$ cat src/include/otp_prog_consts.vh
// constants for the otp programmer controller
// Notes on behaviour
// - each byte is written by a low program strobe of nominally 100 us with address and data held.
// - every program strobe lasts no less than 95 us and no more than 105 us.
// - programming starts with the address set to the lowest location.
// - core supply goes to 6.5 V and programming supply to 13.0 V before and during program/verify.
// - every address first gets exactly one pulse with no verify.
// - in the verify pass a failing byte gets up to 10 more pulses, each followed by a verify read.
// - a byte still failing after ten retry pulses fails the part and stops programming.
// - a byte that verifies moves the pass on to the next address until all are checked.
// - after verifying all, programming supply and core supply drop to 5.0 V before the final check.
// - at the reduced supplies every byte is read and compared; any mismatch fails, else pass.
// - identification mode is entered by holding the id select line at the high id voltage.
// - core supply comes on no later than programming supply and goes off no earlier.
// - verify reads allow for output enable access delay and output float delay.
`ifndef OTP_PROG_CONSTS_VH
`define OTP_PROG_CONSTS_VH
`define CLK_MHZ            25
`define PULSE_NOM_US       100
`define PULSE_MIN_US       95
`define PULSE_MAX_US       105
`define PULSE_CYC          (`PULSE_NOM_US * `CLK_MHZ)
`define SETUP_US           2
`define SETUP_CYC          (`SETUP_US * `CLK_MHZ)
`define OE_ACCESS_NS       150
`define OE_ACCESS_CYC      ((`OE_ACCESS_NS * `CLK_MHZ + 999) / 1000)
`define FLOAT_NS           130
`define FLOAT_CYC          ((`FLOAT_NS * `CLK_MHZ + 999) / 1000)
`define RETRY_MAX          10
`define SUP_OFF            2'h0
`define SUP_READ           2'h1
`define SUP_PROG           2'h2
`endif

$ cat src/verilog/otp_prog_ctrl.v
// controller that programs, verifies and identifies a byte-wide otp memory
`timescale 1ns/100ps
`include "otp_prog_consts.vh"
module otp_prog_ctrl #(
  parameter AW        = 19,
  parameter PULSE_CYC = `PULSE_CYC,
  parameter SETUP_CYC = `SETUP_CYC
) (
  input  wire          core_clk,
  input  wire          rst_n,
  input  wire          start_prog,
  input  wire          start_id,
  input  wire [AW-1:0] last_addr,
  input  wire [7:0]    src_data,
  input  wire [7:0]    mem_data_in,
  output reg  [AW-1:0] mem_addr_r,
  output reg  [7:0]    mem_data_out_r,
  output reg           mem_data_oe_r,
  output reg           chip_en_n_r,
  output reg           out_en_n_r,
  output reg           id_entry_high_voltage_r,
  output reg  [1:0]    core_supply_r,
  output reg  [1:0]    prog_supply_r,
  output reg  [AW-1:0] src_addr_r,
  output reg           busy_r,
  output reg           done_r,
  output reg           pass_r,
  output reg  [7:0]    maker_code_r,
  output reg  [7:0]    type_code_r
);

////////////////////////////////////////////////////////////////////////////////
localparam S_IDLE    = 4'h0;
localparam S_VCC_UP  = 4'h1;
localparam S_VPP_UP  = 4'h2;
localparam S_SET     = 4'h3;
localparam S_PULSE   = 4'h4;
localparam S_HOLD    = 4'h5;
localparam S_OE      = 4'h6;
localparam S_SAMPLE  = 4'h7;
localparam S_FLOAT   = 4'h8;
localparam S_VPP_DN  = 4'h9;
localparam S_VCC_DN  = 4'hA;
localparam S_FINAL   = 4'hB;
localparam S_OFF     = 4'hC;
localparam S_ID      = 4'hD;

localparam P_BLIND  = 2'h0;
localparam P_VERIFY = 2'h1;
localparam P_FINAL  = 2'h2;
localparam P_ID     = 2'h3;

localparam CW = 17;
localparam integer  OE_I    = `OE_ACCESS_CYC;
localparam integer  FLT_I   = `FLOAT_CYC;
localparam integer  RETRY_I = `RETRY_MAX;
// counts are cut to the counter width on purpose
localparam [CW-1:0] PULSE_N = PULSE_CYC[CW-1:0];
localparam [CW-1:0] SETUP_N = SETUP_CYC[CW-1:0];
localparam [CW-1:0] OE_N    = OE_I[CW-1:0];
localparam [CW-1:0] FLT_N   = FLT_I[CW-1:0];
localparam [3:0]    RETRY_N = RETRY_I[3:0];

reg [7:0]    din_s1_r;
reg [7:0]    din_s2_r;
reg [3:0]    state_r;
reg [1:0]    phase_r;
reg [CW-1:0] cnt_r;
reg [3:0]    retry_r;
reg          fail_r;

function last_word;
  input [AW-1:0] a;
  input [AW-1:0] l;
  begin
    last_word = (a == l);
  end
endfunction

////////////////////////////////////////////////////////////////////////////////
// two-stage sync of the device data bus
always @(posedge core_clk or negedge rst_n) begin
  if (!rst_n) begin
    din_s1_r <= 8'h00;
    din_s2_r <= 8'h00;
  end else begin
    din_s1_r <= mem_data_in;
    din_s2_r <= din_s1_r;
  end
end

always @(posedge core_clk or negedge rst_n) begin
  if (!rst_n) begin
    state_r                 <= S_IDLE;
    phase_r                 <= P_BLIND;
    cnt_r                   <= {CW{1'b0}};
    retry_r                 <= 4'h0;
    fail_r                  <= 1'b0;
    mem_addr_r              <= {AW{1'b0}};
    mem_data_out_r          <= 8'h00;
    mem_data_oe_r           <= 1'b0;
    chip_en_n_r             <= 1'b1;
    out_en_n_r              <= 1'b1;
    id_entry_high_voltage_r <= 1'b0;
    core_supply_r           <= `SUP_OFF;
    prog_supply_r           <= `SUP_OFF;
    src_addr_r              <= {AW{1'b0}};
    busy_r                  <= 1'b0;
    done_r                  <= 1'b0;
    pass_r                  <= 1'b0;
    maker_code_r            <= 8'h00;
    type_code_r             <= 8'h00;
  end else begin
    done_r <= 1'b0;
    case (state_r)
      S_IDLE: begin
        cnt_r <= {CW{1'b0}};
        if (start_prog) begin
          busy_r        <= 1'b1;
          fail_r        <= 1'b0;
          phase_r       <= P_BLIND;
          mem_addr_r    <= {AW{1'b0}};
          src_addr_r    <= {AW{1'b0}};
          core_supply_r <= `SUP_PROG;
          state_r       <= S_VCC_UP;
        end else if (start_id) begin
          busy_r                  <= 1'b1;
          phase_r                 <= P_ID;
          core_supply_r           <= `SUP_READ;
          mem_addr_r              <= {AW{1'b0}};
          id_entry_high_voltage_r <= 1'b1;
          state_r                 <= S_VCC_UP;
        end
      end
      S_VCC_UP: begin
        cnt_r <= cnt_r + 1'b1;
        if (cnt_r == SETUP_N) begin
          cnt_r <= {CW{1'b0}};
          if (phase_r == P_ID) begin
            state_r <= S_ID;
          end else begin
            prog_supply_r <= `SUP_PROG;
            state_r       <= S_VPP_UP;
          end
        end
      end
      S_VPP_UP: begin
        cnt_r <= cnt_r + 1'b1;
        if (cnt_r == SETUP_N) begin
          cnt_r   <= {CW{1'b0}};
          state_r <= S_SET;
        end
      end
      S_SET: begin
        // address and data settle before the strobe falls
        mem_data_out_r <= src_data;
        mem_data_oe_r  <= 1'b1;
        cnt_r          <= cnt_r + 1'b1;
        if (cnt_r == SETUP_N) begin
          cnt_r       <= {CW{1'b0}};
          chip_en_n_r <= 1'b0;
          state_r     <= S_PULSE;
        end
      end
      S_PULSE: begin
        cnt_r <= cnt_r + 1'b1;
        if (cnt_r == PULSE_N - 1'b1) begin
          cnt_r       <= {CW{1'b0}};
          chip_en_n_r <= 1'b1;
          state_r     <= S_HOLD;
        end
      end
      S_HOLD: begin
        cnt_r <= cnt_r + 1'b1;
        if (cnt_r == SETUP_N) begin
          cnt_r         <= {CW{1'b0}};
          mem_data_oe_r <= 1'b0;
          if (phase_r == P_BLIND) begin
            if (last_word(mem_addr_r, last_addr)) begin
              phase_r    <= P_VERIFY;
              mem_addr_r <= {AW{1'b0}};
              src_addr_r <= {AW{1'b0}};
              retry_r    <= 4'h0;
              state_r    <= S_OE;
            end else begin
              mem_addr_r <= mem_addr_r + 1'b1;
              src_addr_r <= src_addr_r + 1'b1;
              state_r    <= S_SET;
            end
          end else begin
            state_r <= S_OE;
          end
        end
      end
      S_OE: begin
        cnt_r <= cnt_r + 1'b1;
        if (cnt_r == SETUP_N) begin
          cnt_r      <= {CW{1'b0}};
          out_en_n_r <= 1'b0;
          state_r    <= S_SAMPLE;
        end
      end
      S_SAMPLE: begin
        // wait access delay plus two sync stages
        cnt_r <= cnt_r + 1'b1;
        if (cnt_r == OE_N + 2'h2) begin
          cnt_r      <= {CW{1'b0}};
          out_en_n_r <= 1'b1;
          state_r    <= S_FLOAT;
          if (phase_r == P_ID) begin
            if (mem_addr_r[0]) begin
              type_code_r <= din_s2_r;
            end else begin
              maker_code_r <= din_s2_r;
            end
          end else if (din_s2_r != src_data) begin
            if (phase_r == P_FINAL) begin
              fail_r <= 1'b1;
            end else if (retry_r == RETRY_N) begin
              fail_r <= 1'b1;
            end else begin
              retry_r <= retry_r + 1'b1;
            end
          end else begin
            retry_r <= 4'h0;
          end
        end
      end
      S_FLOAT: begin
        cnt_r <= cnt_r + 1'b1;
        if (cnt_r == FLT_N) begin
          cnt_r <= {CW{1'b0}};
          if (phase_r == P_ID) begin
            if (mem_addr_r[0]) begin
              id_entry_high_voltage_r <= 1'b0;
              state_r                 <= S_VCC_DN;
            end else begin
              mem_addr_r <= {{(AW-1){1'b0}}, 1'b1};
              state_r    <= S_OE;
            end
          end else if (fail_r && phase_r == P_VERIFY) begin
            prog_supply_r <= `SUP_OFF;
            state_r       <= S_VCC_DN;
          end else if (phase_r == P_VERIFY && retry_r != 4'h0) begin
            state_r <= S_SET;
          end else if (last_word(mem_addr_r, last_addr)) begin
            if (phase_r == P_VERIFY) begin
              prog_supply_r <= `SUP_READ;
              state_r       <= S_VPP_DN;
            end else begin
              prog_supply_r <= `SUP_OFF;
              state_r       <= S_VCC_DN;
            end
          end else begin
            mem_addr_r <= mem_addr_r + 1'b1;
            src_addr_r <= src_addr_r + 1'b1;
            state_r    <= S_OE;
          end
        end
      end
      S_VPP_DN: begin
        cnt_r <= cnt_r + 1'b1;
        if (cnt_r == SETUP_N) begin
          cnt_r         <= {CW{1'b0}};
          core_supply_r <= `SUP_READ;
          state_r       <= S_FINAL;
        end
      end
      S_FINAL: begin
        cnt_r <= cnt_r + 1'b1;
        if (cnt_r == SETUP_N) begin
          cnt_r      <= {CW{1'b0}};
          phase_r    <= P_FINAL;
          mem_addr_r <= {AW{1'b0}};
          src_addr_r <= {AW{1'b0}};
          state_r    <= S_OE;
        end
      end
      S_ID: begin
        cnt_r   <= {CW{1'b0}};
        state_r <= S_OE;
      end
      S_VCC_DN: begin
        cnt_r <= cnt_r + 1'b1;
        if (cnt_r == SETUP_N) begin
          cnt_r         <= {CW{1'b0}};
          core_supply_r <= `SUP_OFF;
          state_r       <= S_OFF;
        end
      end
      S_OFF: begin
        busy_r  <= 1'b0;
        done_r  <= 1'b1;
        pass_r  <= (phase_r == P_ID) ? 1'b1 : !fail_r;
        state_r <= S_IDLE;
      end
      default: begin
        state_r <= S_IDLE;
      end
    endcase
  end
end

endmodule // otp_prog_ctrl

$ cat config.mk
export PLATFORM = sky130hd
export DESIGN_NAME = otp_prog_ctrl
export DESIGN_NICKNAME = d
export VERILOG_FILES = /design/src/verilog/otp_prog_ctrl.v
export VERILOG_INCLUDE_DIRS = /design/src /design/src/include
export SDC_FILE = /design/constraint.sdc
export NUM_CORES = 1
export LEC_CHECK = 0
export BUFFER_PORTS_ARGS = -buffer_cell sky130_fd_sc_hd__buf_2
export CAP_MARGIN = 20
export CORE_MARGIN = 2
export CORE_UTILIZATION = 40
export DETAILED_ROUTE_END_ITERATION = 16
export PLACE_DENSITY = 0.62
export SLEW_MARGIN = 20
export SYNTH_ARGS = -nofsm -noshare
export SYNTH_HDL_FRONTEND = slang
export SYNTH_SLANG_ARGS = --single-unit
export TNS_END_PERCENT = 100
$ cat constraint.sdc
create_clock -name core_clk -period 2.42 [get_ports core_clk]
set_input_delay 0.242 -clock core_clk [delete_from_list [all_inputs] [get_ports core_clk]]
set_output_delay 0.242 -clock core_clk [all_outputs]
set_load 0.05 [all_outputs]
==> flow_metrics.py <==
metrics = {
    "critical_path": {
        "crit_required_ps": 2770,
        "crit_slowest_cell": "or4_1",
        "critPathMaxStageDelay_ps": 510,
        "cpMostUsedCell": "buf_4",
        "cp-start-kind": "flop",
        "critPathKind": "flop to flop",
        "worstPathMaxFanout": 4,
        "critPathTopFamily": "simple AND/OR/NAND/NOR gates",
        "critPathBufInv": 2,
        "crit_chain": "nor4_4 -> buf_4 -> nand2_2 -> o31ai_4 -> buf_4 -> o221ai_2 -> or2_4 -> or4_1 -> a21oi_1",
        "crit_path_end_kind": "flop",
        "crit_arrival_ps": 2850,
    },
    "logic_synthesis": {
        "async_flop_share": 1.00,
        "seq_area_frac_synth": 0.471,
        "synth_flop_cell": "dfrtp_1",
        "synth_top_area_cell": "dfrtp_1",
        "postSynthRegisterBits": 117,
        "synth-edff-count": 0,
        "yosys-top-cells-area": "dfrtp_1 (46%), mux2_2 (4.9%), nor2_1 (4.0%)",
        "synth_top_area_share": 0.462,
        "ys_types": 67,
        "ys_warn_count": 0,
        "syn_area_per_cell_um2": 9.72,
        "syn_inst": 640,
        "syn_area_um2": 6220,
        "syn_nets": 687,
    },
    "run_status": {
        "status": "complete, but fails checks",
        "violations": "setup timing",
    },
    "layout": {
        "fin_nets": 927,
        "nFillCells": 1276,
        "antenna_cells": 0,
        "layout-drive-gt1-share": 0.427,
        "fin_area_um2": 9000,
        "syn_to_final_growth_pct": 44.7,
    },
    "clocking": {
        "htree_levels": 4,
        "clkLatencyLatePin_ps": 430,
        "cts_tree": "done",
        "cts_sinks": 117,
        "cts_buffers": 17,
        "cts_max_path_buffers": 2,
        "clockRootBuffer": "clkbuf_16",
        "clk_pin_slew_worst_paths_ps": 60,
    },
    "grt": {
        "grt_antenna_before_repair": 0,
        "grt_pass1_wl_um": 29000,
        "grt_pass1_vias": 5952,
        "grt_max_degree": 57,
        "gr-total-overflow": 0,
        "gr-usage-all-layers": 0.222,
    },
    "placement": {
        "dpl.hpwl_um": 13100,
        "io_buffers": 111,
        "gp_congestion": 0.909,
        "placed_area_um2": 7820,
    },
    "timing": {
        "tightest_slew_ps": 617,
        "setup_viol": 8,
        "fin_crit_ps": 2500,
        "fin_setup_tns_ps": -329,
        "fmax_mhz": 399,
        "drv_slew": 0,
        "setup_slack_ps": -84.9,
        "fin_skew_ps": 8.68,
        "finalHoldViolCount": 0,
        "rsz0062_at_grt": "true",
        "max_slew_margin": 0.585,
        "fin_crit_sh": 1.04,
    },
    "route": {
        "drt_wl_total_um": 18200,
        "wire_per_inst_um": 16.9,
        "detail_route.first_pass.iterations": 5,
        "drt_iter0_markers": 423,
        "drc": 0,
        "vias": 6011,
        "vias_per_cell": 5.56,
        "ant_nets": 0,
    },
    "floorplan": {
        "fp.dieArea_um2": 16600,
        "die_height_um": 129,
        "io_pins": 112,
        "die_x_um": 129,
        "core-area_um2": 15200,
        "start_util": 0.409,
        "rows": 45,
    },
    "hold_path": {
        "hold_path_class": "input port to flop",
    },
    "pwr": {
        "p_per_area_nw_per_um2": 1050,
        "power.leakage_nw": 4.15,
        "vdd_drop_max_v": 0.000796,
    },
    "job": {
        "cap_violations": 0,
    },
}
[repair_timing]
action | CTS | global route
hold endpoints to repair | 33 | 0
gates resized for setup | 16 | 75
endpoints found under the setup margin | 56 | 79
hold buffers | 9 | 0
buffers inserted | 6 | 10
gates cloned | 0 | 1
pin swaps | 10 | 21
[layout make-up]
cell class,count,area (um2),share of cell area
multi-input cells,482,3470,0.385
flip-flops and latches,117,2950,0.327
repair buffers,250,1700,0.188
clock buffers,17,425,0.0472
well taps,188,235,0.0261
clock inverters,15,185,0.0206
inverters,12,45.0,0.00500
[kinds of logic (layout without fill, tap and decap cells)]
kind of cell | count (synthesis) | in the layout | share of synthesized area
fa+ha+maj | 8 | 8 | 0.0161
buf+inv | 41 | 294 | 0.0275
simple gates | 252 | 252 | 0.209
xor+xnor | 46 | 46 | 0.0647
mux | 31 | 31 | 0.0553
compound gates | 145 | 145 | 0.156
flops | 117 | 117 | 0.471
[cells in the final DEF, fill, tap and decap left out, drive strengths merged, types with 4 or more instances in the layout]
cell | Yosys | layout
nor2 | 67 | 67
nor3 | 20 | 20
or3 | 6 | 6
dfrtp | 115 | 115
nand2b | 11 | 11
or4 | 4 | 4
xor2 | 24 | 24
ha | 8 | 8
clkinv | 0 | 4
buf | 18 | 241
o21ai | 49 | 49
o41ai | 4 | 4
o31ai | 15 | 15
or2 | 7 | 7
o211ai | 8 | 8
a31oi | 6 | 6
nand4 | 9 | 9
o32ai | 5 | 5
and3 | 15 | 15
nand2 | 53 | 53
nand3 | 25 | 25
nor2b | 7 | 7
xnor2 | 22 | 22
o221ai | 4 | 4
mux2 | 27 | 27
mux2i | 4 | 4
dlygate4sd3 | 0 | 9
clkbuf | 11 | 17
inv | 12 | 21
nor4 | 14 | 14
a21oi | 24 | 24
[through the flow]
step | setup slack, ps | utilization | hold slack, ps | total power [W] | cells
finish | -84.9 | 0.592 | 72.3 | 0.00946 | 1081
global route | -212 | 0.592 | 52.4 | 0.00998 | 1081
CTS | -11.9 | 0.568 | 64.3 | 0.00918 | 1071
detailed placement | -137 | 0.515 | 182 | 0.00649 | 1024
global placement | -67.5 | 0.515 | 182 | 0.00640 | 1024
floorplan | 7.42 | - | -53.6 | 0.00505 | 640
[worst register-to-register path: stages (launching register included)]
cell and delay (ps):
dfrtp_1 420, nor4_4 310, buf_4 160, nand2_2 60, o31ai_4 230, buf_4 170
o221ai_2 120, or2_4 270, or4_1 510, a21oi_1 170
[per-layer routing]
metal / wire [um] / global-route usage / part of all wire
met5: 0 / 0 / 0
met4: 387 / 0.0697 / 0.021
met3: 1130 / 0.0615 / 0.062
met2: 9300 / 0.388 / 0.51
met1: 7410 / 0.267 / 0.41
[report_power, final]
part           total (W)  switching, W  internal (W)
registers        0.00257      0.000277       0.00230
logic            0.00431       0.00263       0.00168
clock network    0.00258       0.00102       0.00156
total            0.00946       0.00393       0.00553
[state kept, by name, indices dropped and copies added (netlist names), 2 cells and up]
register	cells
state_r	4
prog_supply_r	2
cnt_r	17
mem_data_out_r	8
retry_r	4
maker_code_r	8
phase_r	2
mem_addr_r	19
din_s2_r	8
type_code_r	8
din_s1_r	8
src_addr_r	19
core_supply_r	2
[path summary, 6_finish.rpt]
check | slack (ps) | end | from | cells after the start
max reg2reg | -80 | src_addr_r[8] | cnt_r[16] | 9
max | -80 | src_addr_r[8] | cnt_r[16] | 9
max in group asynchronous | 1330 | out_en_n_r | rst_n | 3
min | 70 | mem_data_out_r[2] | src_data[2] | 2
min reg2reg | 350 | din_s2_r[4] | din_s1_r[4] | 0
min in group asynchronous | 270 | mem_addr_r[8] | rst_n | 2
[Yosys cell counts, types with 11 or more instances]
library cell / number
dfrtp_1: 115
inv_1: 12
a21oi_1: 24
clkbuf_1: 11
nand3_1: 25
o31ai_1: 13
xnor2_1: 22
nor3_1: 16
and3_1: 15
buf_2: 14
xor2_1: 24
nor2_1: 66
nand2b_1: 11
o21ai_0: 47
mux2_2: 27
nand2_1: 52
nor4_1: 13
(Power assumes the default switching activity.)
